File: src/design/strap_cfg_pkg.sv
package strap_cfg_pkg;

   // boot select codes
   localparam logic [1:0] BOOT_ROM_NAND = 2'h0;
   localparam logic [1:0] BOOT_EXT_MEM  = 2'h1;
   localparam logic [1:0] BOOT_RSVD     = 2'h2;
   localparam logic [1:0] BOOT_ROM_UART = 2'h3;

   // defaults after reset, matching the internal pulls
   localparam logic [1:0] BOOT_SEL_RST   = 2'h0;
   localparam logic       CS_WIDTH_RST   = 1'h0;
   localparam logic [4:0] ADDR_WIDTH_RST = 5'h00;
   localparam logic       DSP_BOOT_RST   = 1'h0;

   // fetch targets
   localparam logic [31:0] ROM_ENTRY_ADDR  = 32'h0000_4000;
   localparam logic [31:0] EXT_ENTRY_ADDR  = 32'h0200_0000;
   localparam logic [31:0] DSP_BOOT_ADDR   = 32'h4220_0000;
   localparam logic [31:0] DSP_BOOT_HOST   = 32'h0220_0000;

   // wait-state reset values (slowest access)
   localparam logic [4:0] SETUP_CYC_RST  = 5'h10;
   localparam logic [6:0] STROBE_CYC_RST = 7'h40;
   localparam logic [3:0] HOLD_CYC_RST   = 4'h8;

   localparam int NUM_ADDR_PINS = 22;
   localparam int NUM_CS        = 4;

   localparam logic [NUM_ADDR_PINS-1:0] ADDR_GP_RST = 22'h3FFFF9;

   typedef struct packed {
      logic [1:0] boot_select;
      logic       first_cs_width;
      logic [4:0] ext_addr_width;
      logic       dsp_self_boot;
   } straps_t;

   typedef struct packed {
      logic [4:0] setup;
      logic [6:0] strobe;
      logic [3:0] hold;
   } wait_states_t;

   typedef struct packed {
      logic dma;
      logic ext_mem;
      logic uart;
      logic dsp;
   } clk_en_t;

endpackage

File: src/design/boot_strap_config_latch.sv
`timescale 1ns/1ps
// What this block does
// - capture all straps as reset ends and hold them as the settings
// - capture happens on the rising edge of active-low global reset
// - after capture the shared pins switch to video output function
// - boot select: 00 ROM nand/spi, 01 ext memory, 10 reserved, 11 ROM uart
// - uart boot, or primary boot failure, sets the uart pin route bit
// - nand boot makes the first chip-select region a nand interface
// - codes 00, 10, 11 force first fetch to jump to ROM 0000_4000
// - code 01 forces first fetch to jump to 0200_0000, default timings
// - width strap: 0 gives 8-bit, 1 gives 16-bit first region
// - all other chip-select regions default to 8-bit until software changes
// - software may change the first region width after boot
// - five-bit address-width strap loads the pin-mux address-width field
// - by default all address pins are general purpose except bits 1 and 2
// - wait states reset to 16 setup, 64 strobe, 8 hold cycles
// - after reset the PLLs are bypassed and disabled
// - default module clock enables follow the captured straps
// - dsp self-boot 0: dsp stays powered off and held in reset
// - dsp self-boot 1: dsp powered, released, boots 4220_0000 with icache
module boot_strap_config_latch
   import strap_cfg_pkg::*;
#(
   parameter int ADDR_PINS = NUM_ADDR_PINS,
   parameter int CS_COUNT  = NUM_CS
) (
   // clock and reset
   input  wire logic                 mclk,
   input  wire logic                 rst,
   input  wire logic                 global_reset_n,
   // shared strap / video pins
   input  wire logic [1:0]           boot_select_strap,
   input  wire logic                 first_cs_width_strap,
   input  wire logic                 dsp_self_boot_strap,
   input  wire logic [4:0]           ext_addr_width_strap,
   output logic                      video_pins_active,
   // fetch logic
   input  wire logic                 first_fetch,
   output logic                      force_jump,
   output logic [31:0]               jump_target,
   // primary boot failure from the loader
   input  wire logic                 boot_failed,
   // software width write for the first region
   input  wire logic                 sw_width_wr,
   input  wire logic                 sw_width_val,
   // external memory controller defaults
   output logic                      first_cs_is_nand,
   output logic [CS_COUNT-1:0]       cs_width_16,
   output wait_states_t              wait_states,
   // pin multiplexing
   output logic                      uart_pin_route_bit,
   output logic [4:0]                addr_pin_count_field,
   output logic [ADDR_PINS-1:0]      addr_pin_gp,
   // power, clocks and dsp
   output logic                      pll_bypass,
   output logic                      pll_enable,
   output clk_en_t                   clk_en,
   output logic                      dsp_power_on,
   output logic                      dsp_reset_release,
   output logic                      dsp_icache_en,
   output logic [31:0]               dsp_boot_address,
   output straps_t                   boot_config_capture
);

   straps_t       strap_q;
   logic          gr_n_q;
   logic          fetched_q;
   logic          in_reset_q;
   logic          cs0_width_q;
   logic          uart_route_q;
   logic          force_q;
   logic [31:0]   target_q;

   // sampled pins assembled into one strap word
   straps_t       pins_now;
   wire logic     reset_rise;
   wire logic     rom_boot;
   wire logic [31:0] entry_addr;
   wire logic     settled;
   wire logic     nand_boot;
   wire logic     uart_boot;
   wire logic     dsp_self;
   wire logic     addr_all_gp;

   assign pins_now = '{boot_select:    boot_select_strap,
                       first_cs_width: first_cs_width_strap,
                       ext_addr_width: ext_addr_width_strap,
                       dsp_self_boot:  dsp_self_boot_strap};
   assign reset_rise = global_reset_n & ~gr_n_q;
   // code 10 has no loader behind it in this block, so it is treated as a rom boot
   assign rom_boot   = (strap_q.boot_select != BOOT_EXT_MEM);
   assign settled     = !in_reset_q;
   assign nand_boot   = (strap_q.boot_select == BOOT_ROM_NAND);
   assign uart_boot   = (strap_q.boot_select == BOOT_ROM_UART);
   assign dsp_self    = strap_q.dsp_self_boot;
   assign addr_all_gp = (strap_q.ext_addr_width == ADDR_WIDTH_RST);
   assign entry_addr = rom_boot ? ROM_ENTRY_ADDR : EXT_ENTRY_ADDR;

   // edge detector on the reset pin; pin is treated as synchronous
   always_ff @(posedge mclk) begin
      if (rst) begin
         gr_n_q <= 1'h0;
      end else begin
         gr_n_q <= global_reset_n;
      end
   end

   // straps only move on the reset release edge, never on later pin traffic
   always_ff @(posedge mclk) begin
      if (rst) begin
         strap_q <= '{BOOT_SEL_RST, CS_WIDTH_RST, ADDR_WIDTH_RST, DSP_BOOT_RST};
      end else if (reset_rise) begin
         strap_q <= pins_now;
      end
   end

   always_ff @(posedge mclk) begin
      if (rst) begin
         in_reset_q <= 1'h1;
      end else if (!global_reset_n) begin
         in_reset_q <= 1'h1;
      end else if (reset_rise) begin
         in_reset_q <= 1'h0;
      end
   end

   // first fetch after release gets the forced jump, once only
   always_ff @(posedge mclk) begin
      if (rst || !global_reset_n) begin
         fetched_q <= 1'h0;
      end else if (first_fetch && !in_reset_q) begin
         fetched_q <= 1'h1;
      end
   end

   always_ff @(posedge mclk) begin
      if (rst || !global_reset_n) begin
         force_q  <= 1'h0;
         target_q <= ROM_ENTRY_ADDR;
      end else begin
         force_q  <= first_fetch && !in_reset_q && !fetched_q;
         target_q <= entry_addr;
      end
   end

   // width reloads from strap on each capture, software may override after
   always_ff @(posedge mclk) begin
      if (rst) begin
         cs0_width_q <= CS_WIDTH_RST;
      end else if (reset_rise) begin
         cs0_width_q <= pins_now.first_cs_width;
      end else if (sw_width_wr && !in_reset_q) begin
         cs0_width_q <= sw_width_val;
      end
   end

   // failure fallback to uart is sticky until next reset
   always_ff @(posedge mclk) begin
      if (rst || !global_reset_n) begin
         uart_route_q <= 1'h0;
      end else if (reset_rise) begin
         uart_route_q <= (pins_now.boot_select == BOOT_ROM_UART);
      end else if (boot_failed) begin
         uart_route_q <= 1'h1;
      end
   end

   // boot and fetch outputs
   always_ff @(posedge mclk) begin
      if (rst) begin
         video_pins_active <= 1'h0;
         force_jump        <= 1'h0;
         jump_target       <= ROM_ENTRY_ADDR;
      end else begin
         video_pins_active <= settled && global_reset_n;
         force_jump        <= force_q;
         jump_target       <= target_q;
      end
   end

   a_jump_once: assert property (@(posedge mclk) disable iff (rst)
      force_jump |=> !force_jump)
      else $error("forced jump lasted more than one cycle");

   a_video_off: assert property (@(posedge mclk) disable iff (rst)
      !global_reset_n |=> !video_pins_active)
      else $error("video pins active while reset held");

   // memory controller defaults; the wait states are only reset values, the
   // controller's own registers take over once software writes them
   always_ff @(posedge mclk) begin
      if (rst) begin
         first_cs_is_nand <= 1'h0;
         cs_width_16      <= '0;
         wait_states      <= '{SETUP_CYC_RST, STROBE_CYC_RST, HOLD_CYC_RST};
      end else begin
         first_cs_is_nand <= settled && nand_boot;
         cs_width_16      <= {{(CS_COUNT-1){1'h0}}, cs0_width_q};
         wait_states      <= '{SETUP_CYC_RST, STROBE_CYC_RST, HOLD_CYC_RST};
      end
   end

   a_nand_region: assert property (@(posedge mclk) disable iff (rst)
      settled |=> first_cs_is_nand == $past(nand_boot))
      else $error("first region nand setting wrong");

   a_first_width: assert property (@(posedge mclk) disable iff (rst)
      reset_rise |=> cs0_width_q == $past(pins_now.first_cs_width))
      else $error("first region width not taken from strap");

   a_sw_width: assert property (@(posedge mclk) disable iff (rst)
      sw_width_wr && settled |=> cs0_width_q == $past(sw_width_val))
      else $error("software width write lost");

   // pin multiplexing
   always_ff @(posedge mclk) begin
      if (rst) begin
         uart_pin_route_bit   <= 1'h0;
         addr_pin_count_field <= ADDR_WIDTH_RST;
      end else begin
         uart_pin_route_bit   <= uart_route_q;
         addr_pin_count_field <= strap_q.ext_addr_width;
      end
   end

   a_route_capture: assert property (@(posedge mclk) disable iff (rst)
      reset_rise |=> uart_route_q == ($past(pins_now.boot_select) == BOOT_ROM_UART))
      else $error("uart route not taken from boot select");

   a_count_field: assert property (@(posedge mclk) disable iff (rst)
      1'h1 |=> addr_pin_count_field == $past(strap_q.ext_addr_width))
      else $error("address width field differs from strap");

   // plls stay bypassed: the reference clock drives everything until software
   // programs them, so nothing here waits on a lock indication
   always_ff @(posedge mclk) begin
      if (rst) begin
         pll_bypass <= 1'h1;
         pll_enable <= 1'h0;
         clk_en     <= '0;
      end else begin
         pll_bypass     <= 1'h1;
         pll_enable     <= 1'h0;
         clk_en.dma     <= settled && rom_boot;
         clk_en.ext_mem <= settled;
         clk_en.uart    <= settled && uart_boot;
         clk_en.dsp     <= settled && dsp_self;
      end
   end

   a_uart_clock: assert property (@(posedge mclk) disable iff (rst)
      settled |=> clk_en.uart == $past(uart_boot))
      else $error("uart clock enable wrong");

   a_mem_clock: assert property (@(posedge mclk) disable iff (rst)
      settled |=> clk_en.ext_mem)
      else $error("memory clock off after capture");

   // the dsp comes up on its own only with the self-boot strap
   always_ff @(posedge mclk) begin
      if (rst) begin
         dsp_power_on        <= 1'h0;
         dsp_reset_release   <= 1'h0;
         dsp_icache_en       <= 1'h0;
         dsp_boot_address    <= DSP_BOOT_ADDR;
         boot_config_capture <= '0;
      end else begin
         dsp_power_on        <= settled && dsp_self;
         dsp_reset_release   <= settled && dsp_self;
         dsp_icache_en       <= settled && dsp_self;
         dsp_boot_address    <= DSP_BOOT_ADDR;
         boot_config_capture <= strap_q;
      end
   end

   a_dsp_release: assert property (@(posedge mclk) disable iff (rst)
      settled && dsp_self |=> dsp_power_on && dsp_reset_release && dsp_icache_en)
      else $error("self-booting dsp not released");

   a_config_copy: assert property (@(posedge mclk) disable iff (rst)
      1'h1 |=> boot_config_capture == $past(strap_q))
      else $error("captured configuration not shown");

   // address pins: general purpose by default except bits 1 and 2
   genvar gi;
   generate
      for (gi = 0; gi < ADDR_PINS; gi++) begin : g_addr
         always_ff @(posedge mclk) begin
            if (rst) begin
               addr_pin_gp[gi] <= ADDR_GP_RST[gi];
            end else begin
               // a zero strap leaves every pin but 1 and 2 general purpose
               addr_pin_gp[gi] <= (gi != 1) && (gi != 2)
                                  && (addr_all_gp
                                      || (gi >= 3 + 32'(strap_q.ext_addr_width)));
            end
         end
      end
   endgenerate

   a_addr_default: assert property (@(posedge mclk) disable iff (rst)
      addr_all_gp |=> addr_pin_gp == ADDR_GP_RST)
      else $error("default address pin use wrong");

   a_addr_fixed: assert property (@(posedge mclk) disable iff (rst)
      addr_pin_gp[2:1] == 2'h0)
      else $error("nand latch pins given to general use");

   // assertions
   a_straps_hold: assert property (@(posedge mclk) disable iff (rst)
      !reset_rise |=> $stable(strap_q))
      else $error("straps changed without reset release");
   a_capture_edge: assert property (@(posedge mclk) disable iff (rst)
      reset_rise |=> strap_q == $past(pins_now))
      else $error("straps not captured at release");
   a_rise_only: assert property (@(posedge mclk) disable iff (rst)
      $rose(global_reset_n) |-> reset_rise)
      else $error("release edge missed");
   a_video_switch: assert property (@(posedge mclk) disable iff (rst)
      reset_rise ##1 global_reset_n |=> video_pins_active)
      else $error("video pins not active after capture");
   a_jump_target: assert property (@(posedge mclk) disable iff (rst)
      force_jump |-> jump_target == ((strap_q.boot_select == BOOT_EXT_MEM)
                                     ? EXT_ENTRY_ADDR : ROM_ENTRY_ADDR))
      else $error("wrong boot target");
   a_uart_route: assert property (@(posedge mclk) disable iff (rst || !global_reset_n)
      boot_failed && !reset_rise |-> ##2 uart_pin_route_bit)
      else $error("uart route not set after failure");
   a_wait_slow: assert property (@(posedge mclk) disable iff (rst)
      wait_states.setup == 5'h10 && wait_states.strobe == 7'h40
      && wait_states.hold == 4'h8)
      else $error("wait states not slowest");
   a_pll_bypass: assert property (@(posedge mclk) disable iff (rst)
      pll_bypass && !pll_enable)
      else $error("pll not bypassed");
   a_dsp_off: assert property (@(posedge mclk) disable iff (rst)
      !strap_q.dsp_self_boot ##1 !strap_q.dsp_self_boot |-> !dsp_power_on)
      else $error("dsp powered without self boot");
   a_cs_others: assert property (@(posedge mclk) disable iff (rst)
      cs_width_16[CS_COUNT-1:1] == '0)
      else $error("other chip selects not 8-bit");

endmodule // boot_strap_config_latch

File: config.mk
export PLATFORM = sky130hd
export DESIGN_NAME = boot_strap_config_latch
export DESIGN_NICKNAME = d
export VERILOG_FILES = /design/src/design/strap_cfg_pkg.sv /design/src/design/boot_strap_config_latch.sv
export SDC_FILE = /design/constraint.sdc
export NUM_CORES = 1
export LEC_CHECK = 0
export ABC_CLOCK_PERIOD_IN_PS = 2850
export BUFFER_PORTS_ARGS = -buffer_cell sky130_fd_sc_hd__buf_2
export CELL_PAD_IN_SITES_DETAIL_PLACEMENT = 0
export CELL_PAD_IN_SITES_GLOBAL_PLACEMENT = 1
export CORE_MARGIN = 10
export CORE_UTILIZATION = 33
export DETAILED_ROUTE_END_ITERATION = 8
export GPL_TIMING_DRIVEN = 1
export PLACE_DENSITY = 0.94
export SYNTH_ARGS = -nofsm -noshare
export SYNTH_HDL_FRONTEND = slang
export SYNTH_SLANG_ARGS = --single-unit
File: constraint.sdc
create_clock -name mclk -period 2.85 [get_ports mclk]
set_input_delay 0.1425 -clock mclk [delete_from_list [all_inputs] [get_ports mclk]]
set_output_delay 0.1425 -clock mclk [all_outputs]
set_load 0.005 [all_outputs]
==> After elaboration in Yosys (flattened, before gate mapping) <==
Cells that the tools add are included.
{ "classes": {"n_addsub": 1, "n_lt_le_gt_ge": 20, "eq_ne": 3, "n_mux": 5, "n_bitwise": 3, "n_reduce_logical": 37} }
{ "op_table": {"columns": ["cell", "count"], "rows": [
  ["4-bit by 32-bit >= comparator with 1-bit output, first input constant", 8],
  ["5-bit by 32-bit >= comparator with 1-bit output, first input constant", 5],
  ["3-bit by 32-bit >= comparator with 1-bit output, first input constant", 4],
  ["1-bit by 32-bit >= comparator with 1-bit output, first input constant", 1],
  ["2-bit by 32-bit >= comparator with 1-bit output, first input constant", 1],
  ["26-bit two-way mux", 1],
  ["1-bit logical OR", 21],
  ["1-bit logical AND", 8],
  ["2-bit by 5-bit adder with 6-bit output, first input constant", 1],
  ["5-bit by 6-bit >= comparator with 1-bit output, first input constant", 1],
  ["5-bit logical NOT", 1],
  ["2-bit equality test, second input constant", 2],
  ["1-bit two-way mux", 4],
  ["2-bit nonzero test", 2],
  ["1-bit logical NOT", 3],
  ["2-bit logical NOT", 1],
  ["2-bit by 1-bit inequality test with 1-bit output, second input constant", 1],
  ["1-bit inverter", 2],
  ["2-bit OR reduction", 1],
  ["1-bit AND", 1]
]} }
{ "word_totals": {"ff_bits": 120, "inputBits": 16, "out_inout_bits": 133, "wordCells": 115} }

==> Depth between registers and ports, before layout <==
Gate-level depths: netlist of run 1.
{ "depth": {"depth_word": 4, "ltp_mapped": 7, "depth_no_buf": 6} }

==> Worst setup path before layout of run 1 <==
OpenSTA, ideal clock, no wires.
{ "synth_timing": {"path_type": "reg2reg", "from": "register strap_q[1] (netlist name)", "to": "register addr_pin_gp[11]", "setup_time_ns": 0.075, "arrival_time_ns": 1.570, "t_required_ns": 2.775, "setup_slack_ns": 1.205, "path_stages_with_launch": 8, "synth_period_minus_slack_ns": 1.645, "path_cell_list": "dfxtp_1 > inv_1 > ha_1 > nand3b_1 > mux2_2 > and2_4 > buf_6 > a31oi_1"} }
{ "synth_between": {"elab_chain_len": 3, "word_cells_on_any_way": 4} }
{ "synth_lines": {"columns": ["item", "line_no", "source"], "rows": [
  ["start, declared", "boot_strap_config_latch.sv:65", "straps_t strap_q;"],
  ["start signal, assigned", "boot_strap_config_latch.sv:111", "strap_q <= '{BOOT_SEL_RST, CS_WIDTH_RST, ADDR_WIDTH_RST, DSP_BOOT_RST};"],
  ["start signal, assigned", "boot_strap_config_latch.sv:113", "strap_q <= pins_now;"],
  ["2-bit by 5-bit adder with 6-bit output", "boot_strap_config_latch.sv:295", "|| (gi >= 3 + 32'(strap_q.ext_addr_width)));"],
  ["4-bit by 32-bit >= comparator with 1-bit output", "boot_strap_config_latch.sv:295", null],
  ["1-bit logical OR *", "boot_strap_config_latch.sv:295", null],
  ["end signal, assigned by index", "boot_strap_config_latch.sv:290", "addr_pin_gp[gi] <= ADDR_GP_RST[gi];"],
  ["end signal, assigned by index", "boot_strap_config_latch.sv:293", "addr_pin_gp[gi] <= (gi != 1) && (gi != 2)"],
  ["end, declared", "boot_strap_config_latch.sv:53", "output logic [ADDR_PINS-1:0] addr_pin_gp,"]
]} }
Every way passes the cells marked *; elsewhere a longest branch is shown, timed or not.
A chain may end at the register's enable or synchronous reset.

==> Worst setup path in the final report of run 1 <==
{ "layout_timing": {"from": "register strap_q[1] (netlist name)", "to": "register addr_pin_gp[20]"} }
{ "layout_between": {"elab_chain_len": 3, "word_cells_on_any_way": 4} }
{ "layout_lines": {"columns": ["item", "line_no"], "rows": [
  ["2-bit by 5-bit adder with 6-bit output", "boot_strap_config_latch.sv:295"],
  ["5-bit by 32-bit >= comparator with 1-bit output", "boot_strap_config_latch.sv:295"],
  ["1-bit logical OR *", "boot_strap_config_latch.sv:295"]
]} }
Marked as above.

==> results.txt, run 1 <==
Maximum vdd drop - 0.3253 mV
Max Fclk - 0.5516 GHz
Reg area - 1141 um^2
First-pass GRT wire length - 8.859 mm
Post-CTS setup buffer count - 0
Post-route ant nets - 0
P&R area growth vs syn - 11.26%
Overall global routing resource usage - 0.09481
Resized Gates After CTS - 0
Clock skew - 0.01122 ns
Setup TNS Final - 0 ns
CP Capture Type - flop
Clock buffer count from CTS - 9
Initial antenna violation count - 1
CP Class - flop to flop
Fin crit share - 0.6361
Ys Warns - 0
Pins over their slew limit - 0
Outcome - finished, final reports clean
Cell count after synthesis - 288
Headroom to the max-slew limit - 0.4264
Clock sinks - 57
DRC Markers - 0
Remaining Overflow, GRT - 0
EDFF count, synth - 0
Top-level port count - 149
Cts hold-fix bufs - 0
Vias/cell - 3.844
Yosys reg bits - 57
Router iterations before antenna repair - 4
Layout cells sized above 1 - 0.2450
Std-Cell Rows - 32
Nets - 366
CTS max path bufs - 2
CP peak stage delay - 0.44 ns
Final HPWL DP - 4.558 mm
R2r endpoint - addr_pin_gp[20]
Min-Delay Path Class - input port to flop
Critical path buffer and inverter count - 1
Reg-to-reg setup timing slack - 1.04 ns
Max-cap violations - 0
Worst-path cell chain - inv_1 > ha_1 > nand3b_1 > mux2_2 > and2_4 > a21bo_2
Core area - 7687 um^2
WL/cell - 12.57 um
Area leader, netlist - dfxtp_1
Fill count - 812
Cell variety after synth - 35
Hold Startpoint - ext_addr_width_strap[4]
FFs w/ async S/R, synth - 0
RSZ-0062 raised after global routing - false
Slew @ Worst Pin - 0.8586 ns
Critical Path Fanout Max - 13
PD cells - 690.8 nW/um^2
Final Critical Period - 1.813 ns
Worst Path Required - 3.08 ns
Starting density of the core - 0.3382
Hold path depth - 3
WL final - 5.707 mm
PnR worst setup slack - 1.037 ns
Worst Setup Start Kind - flop
WP data arrival - 2.04 ns
Iter 0 DRT Violations - 34
Sequential-to-total area share from yosys stat - 0.4389
Via count of the first global-routing pass - 1880
Static Leak - 1.391 nW
DR vias - 1745
Die area - 11830 um^2
TritonCTS clock tree - built
Setup-failing EPs final - 0
Top cells by area, synth - dfxtp_1, buf_4, nor2b_1, nand2_1, a21oi_1
Synth top area share - 0.4389
Synthesized area - 2600 um^2
Top cells by count, synth - buf_4, dfxtp_1, nand2_1
Crit-path slowest cell - dfxtp_1
Reg2reg path depth - 6
Multi-input logic area - 1003 um^2
Hold Crit Endpoint - strap_q[5]
Dominant synthesized flop cell - dfxtp_1
Hold Vio Cnt, Final - 0
Die Y - 108.8 um
Worst-Skew Late Latency - 0.34 ns
Worst r2r src - strap_q[1]
Root buf cell - clkbuf_8
Crit path max-delay family - flip-flops
Synthesized area per cell - 9.028 um^2
Pre-CTS setup slack - 1.044 ns
Power Total - 1.998 mW
Pin count of the biggest net entering global routing - 29
Die X - 108.8 um
Most common cell in the synthesized netlist - buf_4
Placer Congestion - 0.8099
Reg clk slew, reported paths - 0.06 ns
PortBufs - 63
H-Tree Depth - 3
[worst max path at each step]
stage,endpoint,start,cells after the start
4_1_cts,addr_pin_gp[20],strap_q[1],6
6_report,addr_pin_gp[20],strap_q[1],6
3_3_place_gp,addr_pin_gp[20],strap_q[1],6
2_1_floorplan,addr_pin_gp[11],strap_q[1],7
5_1_grt,addr_pin_gp[20],strap_q[1],6
3_5_place_dp,addr_pin_gp[20],strap_q[1],6
[area by class of cell]
| type | instances | area share |
|---|---|---|
| tap | 102 | 0.04412 |
| timing repair buffer | 65 | 0.1142 |
| multi-input combinational | 205 | 0.3469 |
| sequential | 57 | 0.3945 |
| inverter | 8 | 0.01038 |
| clock buffer | 10 | 0.04412 |
| clock inverter | 6 | 0.04498 |
| antenna | 1 | 0.0008651 |
[logic make-up after synthesis]
| logic type | Yosys count | synth area share |
|---|---|---|
| AND/OR/NAND/NOR | 72 | 0.1410 |
| AO/OA/AOI/OAI | 41 | 0.09096 |
| XOR/XNOR | 1 | 0.003369 |
| other | 2 | 0.002888 |
| adder cells (fa/ha/maj) | 4 | 0.01925 |
| buffers and inverters | 109 | 0.2950 |
| flip-flops | 57 | 0.4389 |
| multiplexers | 2 | 0.008662 |
[worst reg2reg max path, stage by stage, from the launching register on]
cell	delay, ns
dfxtp_1	0.44
inv_1	0.12
ha_1	0.29
nand3b_1	0.19
mux2_2	0.25
and2_4	0.20
a21bo_2	0.23
[per-layer routing]
metal  wire length, um  track usage  part of all wire
met4                91      0.04520             0.016
met5                 0            0                 0
met2              2702       0.1565              0.47
met3               722      0.05841              0.13
met1              2191      0.09268              0.38
[power breakdown]
group	leakage [nW]	switching (mW)	internal (mW)
combinational	0.795	0.110	0.0606
sequential	0.466	0.0181	0.832
clock	0.130	0.311	0.666
total	1.39	0.440	1.56
[cells in the final DEF, fill, tap and decap left out, types with 2 or more instances in the layout]
| cell | netlist | final |
|---|---|---|
| nand2_1 | 25 | 25 |
| and3_1 | 2 | 2 |
| buf_2 | 0 | 63 |
| nor2b_1 | 16 | 16 |
| clkbuf_8 | 0 | 9 |
| or2_2 | 2 | 2 |
| buf_4 | 93 | 2 |
| a21oi_1 | 14 | 14 |
| nor2_1 | 11 | 11 |
| clkinv_2 | 0 | 2 |
| a31oi_1 | 8 | 8 |
| o21ai_0 | 12 | 12 |
| ha_1 | 4 | 4 |
| mux2_2 | 2 | 2 |
| and2_1 | 4 | 4 |
| nor3_1 | 3 | 3 |
| conb_1 | 2 | 85 |
| nand2b_1 | 3 | 3 |
| dfxtp_1 | 57 | 57 |
| inv_1 | 8 | 8 |
| bufinv_16 | 0 | 4 |
[flip-flops by register name, indices dropped and copies added (netlist names)]
signal	cells
addr_pin_gp	20
boot_config_capture	9
clk_en	3
cs0_width_q	1
cs_width_16	1
dsp_icache_en	1
dsp_self	1
fetched_q	1
first_cs_is_nand	1
force_jump	1
force_q	1
gr_n_q	1
in_reset_q	1
jump_target	2
strap_q	8
target_q	2
uart_pin_route_bit	1
uart_route_q	1
video_pins_active	1
[per-stage QoR]
stage               cell area (um^2)  instances  hold slack, ns    util
floorplan                       2912        371          0.2642       -
global placement                2633        437          0.3873  0.3424
detailed placement              2633        437          0.3932  0.3424
CTS                             2890        453         0.02235  0.3760
global route                    2890        453         0.05025  0.3760
finish                          2893        454         0.04838  0.3763
(Power assumes the default switching activity.)
==> run 2: changes to the inputs <==
Settings changed: ABC_CLOCK_PERIOD_IN_PS 2850 to 1500, CORE_UTILIZATION 33 to 28, PLACE_DENSITY 0.94 to 0.85.
Clock period 2.85 ns to 1.5 ns, I/O delays scaled along.
==> run 2 against run 1 <==
Net effect: non-clock buffer count is 23 higher; largest power group is now sequential cells; clock skew down 0.0066 ns; clock power grew 43%; routed wire length increased by 7.9%; final cell count rose by 6.8%; utilization is 3.7 points lower; sequential power increased by 89%; worst hold slack improved by 0.034 ns.
==> results.txt, run 2 (synthesis gave the netlist of run 1 again) <==
Worst Path Required - 1.73 ns
Crit path max-delay family - flip-flops
Hold Startpoint - boot_failed
Clock sinks - 57
Pins over their slew limit - 0
TritonCTS clock tree - built
CP Capture Type - flop
Clock buffer count from CTS - 9
R2r endpoint - addr_pin_gp[20]
Hold path depth - 3
Maximum vdd drop - 0.5171 mV
Vias/cell - 3.763
RSZ-0062 raised after global routing - true
Die X - 116.4 um
Nets - 390
First-pass GRT wire length - 8.970 mm
Clock power frac - 0.410
Router iterations before antenna repair - 4
DR vias - 1825
Max Fclk - 0.6778 GHz
Via count of the first global-routing pass - 1926
Std-Cell Rows - 35
Critical path buffer and inverter count - 1
Hold Crit Endpoint - uart_route_q
Root buf cell - clkbuf_8
Initial antenna violation count - 0
Starting density of the core - 0.2841
Worst r2r src - strap_q[1]
DRC Markers - 0
Iter 0 DRT Violations - 33
Gate power share - 0.118
WL/cell - 12.69 um
Top-level port count - 149
Crit-path slowest cell - dfxtp_4
Reg-to-reg setup timing slack - 0.02 ns
Reg clk slew, reported paths - 0.06 ns
Clock skew - 0.004576 ns
Layout Cells excl Fill - 485
Min-Delay Path Class - input port to flop
Sw Ratio - 0.2420
H-Tree Depth - 3
Largest Register - addr_pin_gp
Layout cells sized above 1 - 0.2968
WL final - 6.155 mm
P&R area growth vs syn - 19.59%
Dpl cells - 457
Core area - 9153 um^2
Reg2reg path depth - 6
Placer Congestion - 0.7734
Final Critical Period - 1.475 ns
Number of diodes - 0
Die Y - 116.4 um
Worst Setup Start Kind - flop
Fin crit share - 0.9835
Die area - 13540 um^2
Final HPWL DP - 4.894 mm
Final Util - 0.3397
Setup-failing EPs final - 0
WP data arrival - 1.70 ns
Critical Path Fanout Max - 7
Remaining Overflow, GRT - 0
Worst-path cell chain - inv_4 > ha_4 > nand3b_1 > mux2_4 > and2_4 > a21bo_2
PD cells - 1099 nW/um^2
Sequential share of power - 0.472
Net Switching - 0.8266 mW
CTS max path bufs - 2
Top flop regs - addr_pin_gp x20, boot_config_capture x9, strap_q x8
Pint - 2.589 mW
Overall global routing resource usage - 0.08516
PortBufs - 63
Worst-Skew Late Latency - 0.33 ns
Outcome - finished, final reports clean
Pin count of the biggest net entering global routing - 18
Max-cap violations - 0
Most frequent cells in the layout - conb_1, buf_2, dfxtp_1
CP Class - flop to flop
Post-route ant nets - 0
Commonest non-fill, non-tap cell in the layout - conb_1
CP peak stage delay - 0.37 ns
Static Leak - 1.484 nW
Hold Vio Cnt, Final - 0
Largest register FFs - 20
## run 2: worst max-delay path by stage
stage	cells past startpoint	start	slack, ns	to
6_report	6	strap_q[1]	0.02	addr_pin_gp[20]
5_1_grt	6	strap_q[2]	-0.03	addr_pin_gp[20]
4_1_cts	6	strap_q[1]	-0.005	addr_pin_gp[10]
3_5_place_dp	6	strap_q[2]	-0.02	addr_pin_gp[20]
3_3_place_gp	6	strap_q[2]	0.02	addr_pin_gp[20]
2_1_floorplan	7	strap_q[1]	0.02	addr_pin_gp[11]
## run 2: final cells by class
type,instances,area [um^2]
fillers,955,6043
flip-flops and latches,57,1150
multi-input cells,206,1060
repair buffers,88,530.5
clock buffers,12,155.1
well taps,111,138.9
clock inverters,3,40.04
inverters,8,35.03
## run 2: tightest hold or removal path: cells and delay by family
kind	cells	cell delay [ns]
buf+inv	1	0.09
simple gates	2	0.20
## run 2: stage by stage
stage	power (mW)	TNS [ns]	setup slack, ns	instance area [um^2]	hold WS, ns
3_3_place_gp	1.988	0	0.01674	2741	0.3189
4_1_cts	3.432	-0.01274	-0.004869	3055	0.08515
3_5_place_dp	1.997	-0.01974	-0.01974	2741	0.3206
6_report	3.416	0	0.02470	3109	0.08206
5_1_grt	3.593	-0.1746	-0.03370	3109	0.09038
2_1_floorplan	2.016	0	0.01859	2927	0.1967
## run 2: power by group through the flow
stage               registers (mW)  clock network [mW]  logic [mW]
finish                        1.61                1.40       0.403
CTS                           1.62                1.44       0.375
detailed placement            1.65                   0       0.349
floorplan                     1.65                   0       0.368
global route                  1.62                1.51       0.458
global placement              1.65                   0       0.343
## run 2: metal layers
metal | up-vias | GRT usage | routed length [um]
li1 | 906 | - | -
met1 | 822 | 0.09110 | 2639
met2 | 93 | 0.1391 | 2934
met3 | 4 | 0.04828 | 558
met4 | 0 | 0.02752 | 23
met5 | - | 0 | 0
## run 2: what timing repair did
item / CTS / global route
cloned: 1 / 0
resized for setup: 1 / 13
hold endpoints to repair: 11 / 0
endpoints found under the setup margin: 4 / 11
pin swaps: 0 / 0
setup buffers: 0 / 1
hold buffers: 11 / 0
